--- config.mk ---
export PLATFORM = sky130hd
export DESIGN_NAME = tlic_top
export DESIGN_NICKNAME = d
export VERILOG_FILES = /design/src/tlic_pkg.sv /design/src/tlic_top.sv
export SDC_FILE = /design/constraint.sdc
export NUM_CORES = 1
export LEC_CHECK = 0
export ABC_AREA = 1
export BUFFER_PORTS_ARGS = -buffer_cell sky130_fd_sc_hd__buf_2
export CAP_MARGIN = 20
export CORE_AREA = 3 3 92 94
export DETAILED_ROUTE_END_ITERATION = 16
export DIE_AREA = 0 0 95 97
export PLACE_DENSITY = 0.78
export SLEW_MARGIN = 20
export SYNTH_ARGS = -nofsm -noshare
export SYNTH_HDL_FRONTEND = slang
export SYNTH_SLANG_ARGS = --single-unit
export TNS_END_PERCENT = 10
--- constraint.sdc ---
create_clock -name pclk -period 8.64 [get_ports pclk]
set_clock_uncertainty 0.05 [all_clocks]
set_input_delay 0.432 -clock pclk [delete_from_list [all_inputs] [get_ports pclk]]
set_output_delay 0.432 -clock pclk [all_outputs]
set_load 0.02 [all_outputs]
--- src/tlic_pkg.sv ---
// constants and carrier types of the top-level interrupt controller
package tlic_pkg;
	// ----------------------------------------
	// register offsets
	// ----------------------------------------
	localparam logic [11:0] OFS_PIN_CFG = 12'h054;
	localparam logic [11:0] OFS_STATUS = 12'h058;
	localparam logic [11:0] OFS_ENABLE = 12'h05C;
	// ----------------------------------------
	// pin configuration fields
	// ----------------------------------------
	localparam int CFG_DEAS_LSB = 24;
	localparam int CFG_CLR_BIT = 14;
	localparam int CFG_HOLD_BIT = 13;
	localparam int CFG_MASTER_BIT = 12;
	localparam int CFG_OE_BIT = 8;
	localparam int CFG_POL_BIT = 4;
	localparam int CFG_CLKSEL_BIT = 1;
	localparam int CFG_TYPE_BIT = 0;
	// ----------------------------------------
	// status and enable fields (same positions)
	// ----------------------------------------
	localparam int EV_SW_BIT = 31;
	localparam int EV_READY_BIT = 30;
	localparam int EV_TIMER_BIT = 19;
	localparam int EV_POWER_BIT = 17;
	// ----------------------------------------
	// reset values and timing
	// ----------------------------------------
	localparam logic [7:0] DEAS_RESET = 8'h00;
	localparam logic [15:0] TIMER_WRAP = 16'hFFFF;
	localparam int TICK_US = 10;
	localparam int CLK_MHZ = 10;
	localparam int TICK_CYC = TICK_US * CLK_MHZ;
	localparam int PRE_W = $clog2(TICK_CYC);
	// ----------------------------------------
	// types
	// ----------------------------------------
	typedef enum logic [1:0] {ST_IDLE, ST_ASSERT, ST_HOLD} tlic_pin_e;
	typedef struct packed {
		logic [1:0] energy;
		logic [1:0] wol;
	} tlic_pm_s;
	typedef struct packed {
		logic [15:0] count;
		logic enable;
	} tlic_timer_s;
endpackage : tlic_pkg

--- src/tlic_top.sv ---
// top-level interrupt aggregation, de-assertion interval and pin driver
//
// Register access over APB was chosen for this implementation.
module tlic_top (
	// clock and reset
	input wire logic pclk,
	input wire logic presetn,
	// apb slave
	input wire logic psel,
	input wire logic penable,
	input wire logic pwrite,
	input wire logic [11:0] paddr,
	input wire logic [31:0] pwdata,
	output logic [31:0] prdata,
	output logic pready,
	output logic pslverr,
	// event sources
	input wire tlic_pkg::tlic_pm_s pm_flag,
	input wire tlic_pkg::tlic_pm_s pm_flag_en,
	input wire tlic_pkg::tlic_timer_s timer_in,
	input wire logic dev_ready,
	input wire logic xtal_clk,
	// interrupt pin
	output logic irq_pin_o,
	output logic irq_pin_oe
);
	import tlic_pkg::*;

	// ----------------------------------------
	// state
	// ----------------------------------------
	typedef struct packed {
		logic [7:0] deas;
		logic irq_en;
		logic pol;
		logic clk_sel;
		logic buf_type;
		logic sts_sw;
		logic sts_ready;
		logic sts_tmr;
		logic en_sw;
		logic en_ready;
		logic en_tmr;
		logic en_pwr;
		tlic_pin_e fsm;
		logic [7:0] cnt;
		logic [PRE_W-1:0] pre;
		logic [15:0] tprev;
		logic rdy_prev;
		logic xs1;
		logic xs2;
		logic pready;
		logic pslverr;
		logic [31:0] prdata;
		logic pin_o;
		logic pin_oe;
	} tlic_state_s;

	tlic_state_s q;
	tlic_state_s d;
	logic pwr_sts;
	logic master;
	logic wr_done;
	logic deas_clr;
	logic pin_req;
	logic act;
	logic lvl;
	logic [31:0] cfg_word;
	logic [31:0] ev_word;
	logic [31:0] en_word;

	// ----------------------------------------
	// helpers
	// ----------------------------------------
	function automatic logic is_mapped(input logic [11:0] a);
		is_mapped = (a == OFS_PIN_CFG) || (a == OFS_STATUS) || (a == OFS_ENABLE);
	endfunction : is_mapped

	function automatic logic [31:0] ev_pack(input logic sw, input logic rdy,
			input logic tmr, input logic pwr);
		logic [31:0] w;
		w = 32'h0000_0000;
		w[EV_SW_BIT] = sw;
		w[EV_READY_BIT] = rdy;
		w[EV_TIMER_BIT] = tmr;
		w[EV_POWER_BIT] = pwr;
		ev_pack = w;
	endfunction : ev_pack

	// ----------------------------------------
	// combined line
	// ----------------------------------------
	// power status level
	assign pwr_sts = |({pm_flag.energy, pm_flag.wol} & {pm_flag_en.energy, pm_flag_en.wol});
	assign master = (pwr_sts & q.en_pwr) | (q.sts_tmr & q.en_tmr & timer_in.enable)
		| q.sts_sw | (q.sts_ready & q.en_ready);

	assign ev_word = ev_pack(q.sts_sw, q.sts_ready, q.sts_tmr, pwr_sts);
	assign en_word = ev_pack(q.en_sw, q.en_ready, q.en_tmr, q.en_pwr);

	always_comb begin
		cfg_word = 32'h0000_0000;
		cfg_word[CFG_DEAS_LSB +: 8] = q.deas;
		cfg_word[CFG_HOLD_BIT] = (q.fsm == ST_HOLD);
		cfg_word[CFG_MASTER_BIT] = master;
		cfg_word[CFG_OE_BIT] = q.irq_en;
		cfg_word[CFG_POL_BIT] = q.pol;
		cfg_word[CFG_CLKSEL_BIT] = q.clk_sel;
		cfg_word[CFG_TYPE_BIT] = q.buf_type;
	end

	// ----------------------------------------
	// next state
	// ----------------------------------------
	always_comb begin
		d = q;
		wr_done = psel & penable & q.pready & pwrite & ~q.pslverr;
		deas_clr = 1'b0;
		// one wait state so read data comes from a flop
		d.pready = psel & penable & ~q.pready;
		// error flag stands only beside pready
		d.pslverr = 1'b0;
		if (psel && penable && !q.pready) begin
			d.pslverr = ~is_mapped(paddr);
			unique case (paddr)
				OFS_PIN_CFG: d.prdata = cfg_word;
				OFS_STATUS: d.prdata = ev_word;
				OFS_ENABLE: d.prdata = en_word;
				default: d.prdata = 32'h0000_0000;
			endcase
		end
		if (wr_done && paddr == OFS_PIN_CFG) begin
			d.deas = pwdata[CFG_DEAS_LSB +: 8];
			d.irq_en = pwdata[CFG_OE_BIT];
			d.pol = pwdata[CFG_POL_BIT];
			d.clk_sel = pwdata[CFG_CLKSEL_BIT];
			d.buf_type = pwdata[CFG_TYPE_BIT];
			deas_clr = pwdata[CFG_CLR_BIT];
		end
		if (wr_done && paddr == OFS_STATUS) begin
			if (pwdata[EV_SW_BIT])
				d.sts_sw = 1'b0;
			if (pwdata[EV_READY_BIT])
				d.sts_ready = 1'b0;
			if (pwdata[EV_TIMER_BIT])
				d.sts_tmr = 1'b0;
		end
		if (wr_done && paddr == OFS_ENABLE) begin
			d.en_sw = pwdata[EV_SW_BIT];
			d.en_ready = pwdata[EV_READY_BIT];
			d.en_tmr = pwdata[EV_TIMER_BIT];
			d.en_pwr = pwdata[EV_POWER_BIT];
		end
		// sets after clears: an event never loses to a clear
		// rising edge of enable
		if (d.en_sw && !q.en_sw)
			d.sts_sw = 1'b1;
		d.rdy_prev = dev_ready;
		if (dev_ready && !q.rdy_prev)
			d.sts_ready = 1'b1;
		d.tprev = timer_in.count;
		if (q.tprev == 16'h0000 && timer_in.count == TIMER_WRAP)
			d.sts_tmr = 1'b1;

		pin_req = d.irq_en & master;
		unique case (q.fsm)
			ST_IDLE: begin
				if (pin_req)
					d.fsm = ST_ASSERT;
			end
			ST_ASSERT: begin
				if (!pin_req)
					d.fsm = (d.deas != 8'h00) ? ST_HOLD : ST_IDLE;
			end
			ST_HOLD: begin
				if (q.pre == PRE_W'(TICK_CYC - 1)) begin
					d.pre = '0;
					d.cnt = q.cnt + 8'h01;
					if (d.cnt >= d.deas)
						d.fsm = ST_IDLE;
				end else begin
					d.pre = q.pre + PRE_W'(1);
				end
			end
		endcase
		if (q.fsm != ST_HOLD || d.fsm != ST_HOLD) begin
			d.cnt = 8'h00;
			d.pre = '0;
		end
		if (deas_clr && d.deas != 8'h00) begin
			d.fsm = ST_HOLD;
			d.cnt = 8'h00;
			d.pre = '0;
		end
		if (d.deas == 8'h00 && d.fsm == ST_HOLD) begin
			d.fsm = pin_req ? ST_ASSERT : ST_IDLE;
			d.cnt = 8'h00;
			d.pre = '0;
		end

		// pin driver; crystal clock is only seen at half pclk at best
		d.xs1 = xtal_clk;
		d.xs2 = q.xs1;
		act = (d.fsm == ST_ASSERT);
		lvl = d.clk_sel ? q.xs2 : act;
		if (d.buf_type) begin
			d.pin_oe = 1'b1;
			d.pin_o = ~(d.pol ^ lvl);
		end else begin
			d.pin_oe = lvl;
			d.pin_o = 1'b0;
		end
	end

	// ----------------------------------------
	// registers
	// ----------------------------------------
	always_ff @(posedge pclk or negedge presetn) begin
		if (!presetn) begin
			q <= '0;
			q.deas <= DEAS_RESET;
			q.fsm <= ST_IDLE;
		end else begin
			q <= d;
		end
	end

	assign prdata = q.prdata;
	assign pready = q.pready;
	assign pslverr = q.pslverr;
	assign irq_pin_o = q.pin_o;
	assign irq_pin_oe = q.pin_oe;

	// ----------------------------------------
	// assertions
	// ----------------------------------------
	property p_wrap;
		@(posedge pclk) disable iff (!presetn)
		q.tprev == 16'h0000 && timer_in.count == TIMER_WRAP |=> q.sts_tmr;
	endproperty
	a_wrap: assert property (p_wrap) else $error("timer wrap not flagged");

	property p_w1c;
		@(posedge pclk) disable iff (!presetn)
		wr_done && paddr == OFS_STATUS && pwdata[EV_TIMER_BIT]
		&& !(q.tprev == 16'h0000 && timer_in.count == TIMER_WRAP) |=> !q.sts_tmr;
	endproperty
	a_w1c: assert property (p_w1c) else $error("timer status not cleared");

	property p_swedge;
		@(posedge pclk) disable iff (!presetn)
		$rose(q.en_sw) |-> q.sts_sw;
	endproperty
	a_swedge: assert property (p_swedge) else $error("software edge missed");

	property p_pinoff;
		@(posedge pclk) disable iff (!presetn)
		!q.irq_en |-> q.fsm != ST_ASSERT;
	endproperty
	a_pinoff: assert property (p_pinoff) else $error("pin asserted while disabled");

	property p_withheld;
		@(posedge pclk) disable iff (!presetn)
		q.fsm == ST_HOLD |=> q.fsm != ST_ASSERT || q.deas == 8'h00;
	endproperty
	a_withheld: assert property (p_withheld) else $error("interrupt leaked in interval");

	property p_zero;
		@(posedge pclk) disable iff (!presetn)
		q.deas == 8'h00 |-> q.fsm != ST_HOLD;
	endproperty
	a_zero: assert property (p_zero) else $error("interval with zero length");

	property p_start;
		@(posedge pclk) disable iff (!presetn)
		$past(q.fsm) == ST_ASSERT && q.fsm != ST_ASSERT && q.deas != 8'h00 |-> q.fsm == ST_HOLD;
	endproperty
	a_start: assert property (p_start) else $error("interval did not start");

	property p_tick;
		@(posedge pclk) disable iff (!presetn)
		q.fsm == ST_HOLD && q.pre != PRE_W'(TICK_CYC - 1) && !wr_done |=> q.cnt == $past(q.cnt);
	endproperty
	a_tick: assert property (p_tick) else $error("count moved between ticks");

	property p_od;
		@(posedge pclk) disable iff (!presetn)
		!q.buf_type |-> !q.pin_o && (q.pin_oe == (q.clk_sel ? $past(q.xs2) : q.fsm == ST_ASSERT));
	endproperty
	a_od: assert property (p_od) else $error("open-drain drive wrong");

	property p_pp;
		@(posedge pclk) disable iff (!presetn)
		q.buf_type && !q.clk_sel |-> q.pin_oe && q.pin_o == (q.pol ~^ (q.fsm == ST_ASSERT));
	endproperty
	a_pp: assert property (p_pp) else $error("push-pull level wrong");

	property p_apb;
		@(posedge pclk) disable iff (!presetn)
		psel && penable && !q.pready |=> q.pready ##1 !q.pready;
	endproperty
	a_apb: assert property (p_apb) else $error("apb answer timing wrong");

	property p_ready;
		@(posedge pclk) disable iff (!presetn)
		dev_ready && !q.rdy_prev |=> q.sts_ready;
	endproperty
	a_ready: assert property (p_ready) else $error("ready status not set");

	property p_err;
		@(posedge pclk) disable iff (!presetn)
		psel && penable && !q.pready && !is_mapped(paddr) |=> q.pready && q.pslverr;
	endproperty
	a_err: assert property (p_err) else $error("unmapped access not refused");

	property p_errlen;
		@(posedge pclk) disable iff (!presetn)
		!q.pready |-> !q.pslverr;
	endproperty
	a_errlen: assert property (p_errlen) else $error("error flag outside answer");

	property p_release;
		@(posedge pclk) disable iff (!presetn)
		q.fsm == ST_HOLD && q.pre == PRE_W'(TICK_CYC - 1) && q.cnt + 8'h01 >= q.deas && !wr_done |=> q.fsm != ST_HOLD;
	endproperty
	a_release: assert property (p_release) else $error("interval overran its count");

	property p_clkpin;
		@(posedge pclk) disable iff (!presetn)
		q.clk_sel && q.buf_type |-> q.pin_oe && q.pin_o == (q.pol ~^ $past(q.xs2));
	endproperty
	a_clkpin: assert property (p_clkpin) else $error("debug clock not on pin");

	property p_clr;
		@(posedge pclk) disable iff (!presetn)
		wr_done && paddr == OFS_PIN_CFG && pwdata[CFG_CLR_BIT]
		&& pwdata[CFG_DEAS_LSB +: 8] != 8'h00 |=> q.fsm == ST_HOLD && q.cnt == 8'h00;
	endproperty
	a_clr: assert property (p_clr) else $error("interval clear did not restart");

	property p_swpin;
		@(posedge pclk) disable iff (!presetn)
		q.sts_sw && q.irq_en && q.fsm == ST_IDLE && !wr_done |=> q.fsm == ST_ASSERT;
	endproperty
	a_swpin: assert property (p_swpin) else $error("software event not driven");
endmodule : tlic_top

# ---- Word level (Yosys, flattened, before mapping)
# Index checks and enable logic that the tools add are counted.
dict set report word_totals {
  elab_cells 116
  ff_bits 91
  output_inout_bits 36
  in_bits 76
}
dict set report op_classes {
  eq_ne 11
  n_addsub 2
  n_reduce_logical 33
  bitwise 19
  n_mux 26
  magnitude_cmp 1
}
# cell count
set op_table {}
lappend op_table {{32-bit case mux with 3 select lines} 1}
lappend op_table {{12-bit by 7-bit == test with 1-bit output (second input constant)} 3}
lappend op_table {{17-bit two-way mux} 2}
lappend op_table {{33-bit two-way mux} 1}
lappend op_table {{15-bit two-way mux} 2}
lappend op_table {{16-bit == test (second input constant)} 1}
lappend op_table {{16-bit zero test} 1}
lappend op_table {{12-bit two-way mux} 1}
lappend op_table {{2-bit nonzero test} 6}
lappend op_table {{1-bit bitwise AND} 10}
lappend op_table {{1-bit logical AND} 10}
lappend op_table {{10-bit two-way mux} 1}
lappend op_table {{2-bit two-way mux} 5}
lappend op_table {{1-bit two-way mux} 9}
lappend op_table {{8-bit by 1-bit adder with 8-bit output (second input constant)} 1}
lappend op_table {{8-bit greater-or-equal comparator} 1}
lappend op_table {{8-bit zero test} 1}
lappend op_table {{2-bit AND reduction} 4}
lappend op_table {{4-bit nonzero test} 2}
lappend op_table {{8-bit nonzero test} 1}
lappend op_table {{7-bit by 1-bit adder with 7-bit output (second input constant)} 1}
lappend op_table {{7-bit == test (second input constant)} 1}
lappend op_table {{7-bit two-way mux} 1}
lappend op_table {{2-bit case mux with 3 select lines} 1}
lappend op_table {{13 further kinds} 25}

# ---- Logic depth before layout (Yosys ltp)
# Gate-level depths: netlist of the first run.
dict set report logic_depth {
  ltp_word 22
  depth_mapped 25
  depth_no_buf 24
}

# ---- Least setup slack after synthesis of the first run
# OpenSTA, ideal clock, no wires.
dict set report synth_path {
  kind {input to register}
  startpoint {input paddr[11]}
  endpoint {register q[65] in the netlist's numbering}
  path_slack_ps 5814
  t_required_ps 8507
  path_buffers 1
  arrival_time_ps 2693
  setup_time_ps 83
  path_stages 22
  path_cell_list {nor2_1 -> nand2_1 -> nor2_4 -> nand3_4 -> nand2_1 -> nand2_1 -> ha_1 -> inv_1 -> nor3_1 -> nand4_1 -> nand4_1 -> a21oi_1 -> nor2_1 -> nand2_2 -> nand2_2 -> inv_2 -> nand2_2 -> nand2_2 -> nor3_4 -> buf_6 -> nand2_1 -> o21ai_1}
}
dict set report synth_via {
  elab_chain_len 12
  word_cells_on_any_way 25
  cone_classes {order compare (1); eq/ne (3); mux (11); bitwise (1); reduce/logical (9)}
}
# item line
set synth_lines {}
lappend synth_lines {{start: declaration} tlic_top.sv:12} ;# input wire logic [11:0] paddr,
lappend synth_lines {{12-bit by 7-bit == test with 1-bit output *} tlic_top.sv:132} ;# if (wr_done && paddr == OFS_PIN_CFG) begin
lappend synth_lines {{1-bit logical AND *} tlic_top.sv:132}
lappend synth_lines {{12-bit two-way mux} tlic_top.sv:132}
lappend synth_lines {{8-bit greater-or-equal comparator / 8-bit nonzero test (equally long branches)} {tlic_top.sv:179, tlic_top.sv:173, tlic_top.sv:190}}
lappend synth_lines {{2-bit two-way mux, on equally long branches} {tlic_top.sv:179, tlic_top.sv:173}}
lappend synth_lines {{10-bit two-way mux / 2-bit two-way mux (equally long branches)} {tlic_top.sv:176, tlic_top.sv:172}}
lappend synth_lines {{2-bit case mux with 3 select lines} tlic_top.sv:166} ;# unique case (q.fsm)
lappend synth_lines {{17-bit two-way mux / 2-bit inequality test (equally long branches)} {tlic_top.sv:190, tlic_top.sv:186}}
lappend synth_lines {{2-bit == test / 1-bit logical OR (equally long branches)} {tlic_top.sv:195, tlic_top.sv:186}}
lappend synth_lines {{1-bit logical AND / 15-bit two-way mux (equally long branches)} {tlic_top.sv:195, tlic_top.sv:186}}
lappend synth_lines {{4-bit nonzero test (no line) / 17-bit two-way mux (equally long branches)} --}
lappend synth_lines {{2-bit AND reduction (no line) / 17-bit two-way mux (equally long branches)} --}
lappend synth_lines {{end: declaration} tlic_top.sv:59} ;# tlic_state_s q;
# Every way passes the cells marked *; elsewhere a longest branch is shown, timed or not. The select of a mux whose other input is x is not followed.
# A chain may end at the register's enable or synchronous reset.

# ---- Worst setup path after layout of the first run
dict set report layout_path {
  startpoint {register q (netlist bit pslverr)}
  endpoint {register q[66] in the netlist's numbering}
}
dict set report layout_via {
  elab_chain_len 13
  word_cells_on_any_way 26
  cone_classes {order compare (1); eq/ne (2); mux (11); bitwise (3); reduce/logical (9)}
}
# item line
set layout_lines {}
lappend layout_lines {{1-bit inverter *} tlic_top.sv:117} ;# wr_done = psel & penable & q.pready & pwrite & ~q.pslverr;
lappend layout_lines {{1-bit bitwise AND *} tlic_top.sv:117}
lappend layout_lines {{1-bit logical AND *} tlic_top.sv:132}
lappend layout_lines {{12-bit two-way mux} tlic_top.sv:132}
lappend layout_lines {{8-bit greater-or-equal comparator / 8-bit nonzero test (equally long branches)} {tlic_top.sv:179, tlic_top.sv:173, tlic_top.sv:190}}
lappend layout_lines {{2-bit two-way mux, on equally long branches} {tlic_top.sv:179, tlic_top.sv:173}}
lappend layout_lines {{10-bit two-way mux / 2-bit two-way mux (equally long branches)} {tlic_top.sv:176, tlic_top.sv:172}}
lappend layout_lines {{2-bit case mux with 3 select lines} tlic_top.sv:166}
lappend layout_lines {{17-bit two-way mux / 2-bit inequality test (equally long branches)} {tlic_top.sv:190, tlic_top.sv:186}}
lappend layout_lines {{2-bit == test / 1-bit logical OR (equally long branches)} {tlic_top.sv:195, tlic_top.sv:186}}
lappend layout_lines {{1-bit logical AND / 15-bit two-way mux (equally long branches)} {tlic_top.sv:195, tlic_top.sv:186}}
lappend layout_lines {{4-bit nonzero test (no line) / 17-bit two-way mux (equally long branches)} --}
lappend layout_lines {{2-bit AND reduction (no line) / 17-bit two-way mux (equally long branches)} --}
# Marked as above.

==> results of run 1 <==
## how the worst max path moves through the flow
stage | endpoint | cells after the start | slack [ns] | startpoint
2_1_floorplan | q[65]$_DFFE_PN0P_ | 22 | 5.81 | paddr[11]
3_3_place_gp | q[59]$_DFFE_PN0P_ | 21 | 5.12 | psel
3_5_place_dp | q[68]$_DFFE_PN0P_ | 21 | 4.95 | psel
4_1_cts | q[66]$_DFFE_PN0P_ | 21 | 5.06 | pslverr$_DFF_PN0_
5_1_grt | q[66]$_DFFE_PN0P_ | 21 | 4.59 | pslverr$_DFF_PN0_
6_report | q[66]$_DFFE_PN0P_ | 21 | 5.04 | pslverr$_DFF_PN0_
## per-stage QoR
step                      hold WS [ns]  worst slack (ns)  cells  area, um^2
after floorplan                 0.0864              5.81    454        3880
after global placement           0.284              5.12    597        4120
after detailed placement         0.290              4.95    597        4120
after CTS                        0.123              5.06    613        4390
after global routing             0.124              4.59    613        4390
final                            0.139              5.04    613        4390
## report_power, final
group          internal, mW  switching (mW)  total, mW
combinational        0.0155          0.0286     0.0442
clock                 0.222           0.130      0.352
sequential            0.359         0.00431      0.363
total                 0.597           0.163      0.760
## cell families after synthesis
kind of cell / synth area share
xor+xnor: 0.0114
buf+inv: 0.149
simple gates: 0.235
compound gates: 0.0739
fa+ha+maj: 0.0393
other cells: 0.000980
flops: 0.491
## routing by layer
layer  global-route usage  routed length [um]  vias to the layer above
met3               0.0303                 300                       13
met2                0.297                3770                       70
met4               0.0821                 141                        0
li1                     -                   -                     1485
met1                0.204                3040                     1385
met5                    0                   0                        -
## worst max-delay path, delay by kind of cell, from the launching register on
kind	cells	cell delay (ns)
buffers and inverters	3	0.15
adder cells (fa/ha/maj)	1	0.31
flip-flops	1	0.38
AND/OR/NAND/NOR	15	2.45
AO/OA/AOI/OAI	2	0.17
## state kept, by name, summed over array words and instances, names as in the netlist
register,count
irq_pin_o,1
q,35
pready,1
en_word,4
d,1
prdata,16
pslverr,1
irq_pin_oe,1
ev_word,3
cfg_word,12
## cell usage after synthesis, types with 2 or more instances
master,n
nor2_4,3
nand3b_1,7
nand2_1,88
nand4_1,19
a22o_1,4
inv_1,70
nor2_1,20
o21ai_1,9
nor2_2,2
xor2_1,5
nor4_1,5
nand2_2,14
dfrtp_1,75
o21ai_0,26
nand3_1,16
nor3_1,4
buf_4,34
ha_1,12
inv_2,2
clkbuf_1,2
a21oi_1,7
buf_6,2
## layout make-up
type | instances | area (um^2) | share of cell area
flip-flops and latches | 75 | 1880 | 0.428
multi-input cells | 267 | 1440 | 0.328
repair buffers | 79 | 398 | 0.0907
inverters | 74 | 283 | 0.0645
clock inverters | 6 | 136 | 0.0311
clock buffers | 10 | 128 | 0.0291
well taps | 102 | 128 | 0.0291
## layout by cell type, fill, tap and decap left out, types with 2 or more instances in the layout
master	count
inv_2	2
nor2_2	2
nand4_1	19
dfrtp_1	75
clkbuf_8	9
buf_2	78
nand3b_1	7
xor2_1	5
nand2_1	88
nor2_4	3
inv_1	70
a22o_1	4
a21oi_1	7
o21ai_1	9
o21ai_0	26
nor4_1	5
nor2_1	20
bufinv_16	4
nand3_1	16
conb_1	16
nand2_2	14
ha_1	12
nor3_1	4
==> flow_summary.json, run 1 <==
{
  "synth_warnings": 0,
  "diodes": 0,
  "timing_hold_violations_final": 0,
  "fmax_mhz": 278,
  "die_h_um": 97,
  "grt_pass1_wl_mm": 12.8,
  "fin_util": 0.568,
  "row_count": 32,
  "cts_resized": 0,
  "crit_path_start_kind": "flip-flop",
  "drive_above_1_share": 0.235,
  "cap_violations": 0,
  "vias": 2953,
  "powerDensity_nw_per_um2": 173,
  "hold_path_depth": 1,
  "hold_path_class": "input port to flip-flop",
  "r2r-start": "pslverr$_DFF_PN0_",
  "setup-violations-final": 0,
  "grt-ovfl-total": 0,
  "dr.pass1.iters": 4,
  "clock-root-buffer": "clkbuf_8",
  "wl_per_cell_um": 11.8,
  "numPortBuffers": 78,
  "gr-usage-all-layers": 0.172,
  "core_area_um2": 7730,
  "end_kind": "flip-flop",
  "worstPathCellList": "inv_1 > nand2_1 > nor2_2 > nand3_4 > nand2_1 > nand2_1 > ha_1 > inv_1 > nor3_1 > nand4_1 > nand4_1 > a21oi_1 > nor2_1 > nand2_2 > nand2_2 > inv_2 > nand2_2 > nand2_2 > nor3_4 > nand2_1 > o21ai_1",
  "crit_type": "flip-flop to flip-flop",
  "syn_inst": 439,
  "postRouteAntennaNets": 0,
  "ctsLongestPathBuffers": 2,
  "vias_per_cell": 4.82,
  "clock_latency_ns": 0.35,
  "htree_num_levels": 3,
  "worst_pin_slew_ns": 0.906,
  "grt_max_degree": 76,
  "rr_endpoint": "q[66]$_DFFE_PN0P_",
  "area_growth_pct": 14.7,
  "whs_endpoint": "d[36]$_DFF_PN0_",
  "die-area_um2": 9220,
  "leakage_nw": 2.37,
  "ys_ff_latch": 75,
  "first_iter_violations": 104,
  "synth_top_area_frac": 0.491,
  "yosysTopAreaCell": "dfrtp_1",
  "cts_buffers": 9,
  "cp.arrival_ns": 3.80,
  "ys.flop_type": "dfrtp_1",
  "die_x_um": 95,
  "grt_pass1_vias": 3032,
  "final.min_clock_period_ns": 3.60,
  "cp_max_fo": 14,
  "gp_congestion": 0.835,
  "fin_crit_sh": 0.416,
  "synth-edff-count": 0,
  "reg2reg_slack_ns": 5.04,
  "hpwl_mm": 5.45,
  "ys_types": 35,
  "syn_area_per_cell_um2": 8.71,
  "start_util": 0.495,
  "clk_pin_slew_ns": 0.08,
  "drc": 0,
  "worst_r2r_path_depth": 21,
  "crit_required_ns": 8.85,
  "cts_tree": "built",
  "num-fill-cells": 693,
  "postCtsSetupRepairBufs": 0,
  "power_mw": 0.760,
  "ys_seq_area_frac": 0.491,
  "syn-cell-area_um2": 3820,
  "holdBufCountCts": 0,
  "nets": 594,
  "slew_violations": 0,
  "synth_top_cells_by_area": "dfrtp_1 (49%), nand2_1 (8.6%), inv_1 (6.9%), buf_4 (6.7%), ha_1 (3.9%)",
  "ir_worst_vdd_mv": 0.0647,
  "rsz0062_at_grt": "no",
  "critPathMaxStageDelay_ns": 0.46,
  "antenna_found_initial": 0,
  "async_reset_ff_frac": 1.00,
  "slowest_stage": "nor2_2",
  "worstHoldStart": "xtal_clk",
  "slew_headroom": 0.396,
  "cts_num_sinks": 75,
  "io_pins": 112,
  "status": "finished clean",
  "final.setup.tns_ns": 0,
  "drt-total-wl_mm": 7.25
}
No activity file was read; power rests on OpenSTA's default activity.
==> run 2: changes to the inputs <==
--- a/config.mk
+++ b/config.mk
@@ -8,10 +8,10 @@
 export ABC_AREA = 1
 export BUFFER_PORTS_ARGS = -buffer_cell sky130_fd_sc_hd__buf_2
 export CAP_MARGIN = 20
-export CORE_AREA = 3 3 92 94
+export CORE_AREA = 3 3 95 97
 export DETAILED_ROUTE_END_ITERATION = 16
-export DIE_AREA = 0 0 95 97
-export PLACE_DENSITY = 0.78
+export DIE_AREA = 0 0 98 100
+export PLACE_DENSITY = 0.77
 export SLEW_MARGIN = 20
 export SYNTH_ARGS = -nofsm -noshare
 export SYNTH_HDL_FRONTEND = slang
==> constraint.sdc (replaced) <==
create_clock -name pclk -period 3.1 [get_ports pclk]
set_clock_uncertainty 0.05 [all_clocks]
set_input_delay 0.155 -clock pclk [delete_from_list [all_inputs] [get_ports pclk]]
set_output_delay 0.155 -clock pclk [all_outputs]
set_load 0.02 [all_outputs]
==> flow_summary.json, run 2 (synthesized netlist as in run 1, its figures left out) <==
{
  "p_comb_frac": 0.077,
  "largest_register_ff_count": 35,
  "dp.cells": 608,
  "hold_path_class": "input port to async pin",
  "clock_latency_ns": 0.34,
  "crit_top_cell": "nand2_2",
  "clock-root-buffer": "clkbuf_8",
  "row_count": 33,
  "worst_pin_slew_ns": 0.916,
  "worstPathCellList": "nand3_2 > nand3b_1 > nand3b_1 > xor2_1 > ha_1 > inv_2 > nor3_2 > nand4_1 > nand4_1 > a21oi_1 > nor2_1 > nand2_2 > nand2_2 > inv_2 > nand2_2 > nand2_2 > nor3_4 > buf_6 > nand2_1 > o21ai_1",
  "p_sw_mw": 0.458,
  "wl_per_cell_um": 12.7,
  "dr.pass1.iters": 4,
  "end_kind": "flip-flop",
  "sw_frac_of_total": 0.239,
  "ctsLongestPathBuffers": 2,
  "timing_hold_violations_final": 28,
  "largest_register": "q",
  "slew_violations": 0,
  "crit_path_start_kind": "flip-flop",
  "r2r-start": "q[63]$_DFFE_PN0P_",
  "gr-usage-all-layers": 0.162,
  "ir_worst_vdd_mv": 0.209,
  "htree_num_levels": 3,
  "powerDensity_nw_per_um2": 403,
  "cp_max_fo": 8,
  "leakage_nw": 2.51,
  "area_growth_pct": 24.3,
  "holdWs_ns": -0.0132,
  "setup_slack_ns": -0.0664,
  "power_mw": 1.92,
  "gp_congestion": 0.866,
  "p_int_mw": 1.46,
  "fmax_mhz": 316,
  "first_iter_violations": 102,
  "status": "finished with violations",
  "crit_type": "flip-flop to flip-flop",
  "drive_above_1_share": 0.275,
  "crit_required_ns": 3.31,
  "die_h_um": 100,
  "final.setup.tns_ns": -0.473,
  "vias": 3170,
  "drt-total-wl_mm": 8.33,
  "slew_headroom": 0.389,
  "antenna_found_initial": 0,
  "mostFrequentLayoutCells": "nand2_1 (87), buf_2 (78), dfrtp_1 (74), inv_1 (68), o21ai_0 (26)",
  "clk_pin_slew_ns": 0.08,
  "critPathMaxStageDelay_ns": 0.41,
  "io_pins": 112,
  "final_common_cell": "nand2_1",
  "final.min_clock_period_ns": 3.17,
  "cts_num_sinks": 75,
  "critPathLaunch": "q[63]$_DFFE_PN0P_",
  "cap_violations": 0,
  "die-area_um2": 9800,
  "critPathTopFamily": "simple AND/OR/NAND/NOR gates",
  "diodes": 0,
  "die_x_um": 98,
  "setup-violations-final": 13,
  "slowest_stage": "dfrtp_1",
  "dpl-instance-area_um2": 4190,
  "vias_per_cell": 4.82,
  "num-fill-cells": 709,
  "hpwl_mm": 5.75,
  "power_frac_seq": 0.528,
  "grt_pass1_vias": 3110,
  "start_util": 0.466,
  "cp.buffers_inverters": 3,
  "violations": "hold timing, setup timing",
  "rsz0062_at_grt": "yes",
  "clockPowerShare": 0.395,
  "reg2reg_slack_ns": -0.07,
  "drc": 0,
  "seqCellArea_um2": 1880,
  "design_area_um2": 4760,
  "grt-ovfl-total": 0,
  "grt_pass1_wl_mm": 13.0,
  "numPortBuffers": 78,
  "cp.arrival_ns": 3.37,
  "fin_cells": 658,
  "core_area_um2": 8220,
  "grt_max_degree": 76,
  "multi_input_area_um2": 1500,
  "cts_buffers": 9,
  "postRouteAntennaNets": 0,
  "cts_tree": "built",
  "fin_crit_sh": 1.02,
  "nets": 636
}
## run 2: routing by layer
metal | vias to the layer above | track usage | wire (um) | share of wire
met4 | 0 | 0.0490 | 128 | 0.015
met5 | - | 0 | 0 | 0
met1 | 1494 | 0.176 | 3340 | 0.40
met2 | 82 | 0.312 | 4540 | 0.54
li1 | 1579 | - | - | -
met3 | 15 | 0.0361 | 323 | 0.039
## run 2: worst paths after layout
path	to	depth (start not counted)
setup / recovery	q[66]$_DFFE_PN0P_	20
hold reg to reg	q[36]$_DFF_PN0_	0
hold / removal	prdata[0]$_DFFE_PN0P_	2
min in group pclk	en_word[31]$_DFF_PN0_	3
max in group asynchronous	q[62]$_DFFE_PN0P_	2
setup reg to reg	q[66]$_DFFE_PN0P_	20
## run 2: power groups by stage
| stage | registers [mW] | logic, mW | clock network [mW] |
|---|---|---|---|
| CTS | 1.01 | 0.147 | 0.776 |
| detailed placement | 1.03 | 0.126 | 0 |
| global placement | 1.03 | 0.122 | 0 |
| floorplan | 1.03 | 0.0692 | 0 |
| global route | 1.02 | 0.166 | 0.827 |
| finish | 1.01 | 0.147 | 0.757 |
## run 2: per-stage QoR
stage,setup WS (ns),util
after floorplan,0.304,-
after global placement,0.150,0.509
after detailed placement,0.00445,0.509
after CTS,0.00465,0.561
after global routing,-0.311,0.579
final,-0.0664,0.579
## run 2: what timing repair did
action | in CTS | in global routing
hold buffers | 21 | 0
gates cloned | 0 | 1
pin swaps | 1 | 10
endpoints found under the setup margin | 8 | 15
setup buffers | 1 | 11
endpoints found under the hold margin | 21 | 0
resized for setup | 0 | 14
## run 2: cell type report
type,count,area share
multi-input cells,268,0.314
well taps,105,0.0276
inverters,74,0.0595
clock buffers,11,0.0297
flip-flops and latches,75,0.395
repair buffers,120,0.161
clock inverters,5,0.0129
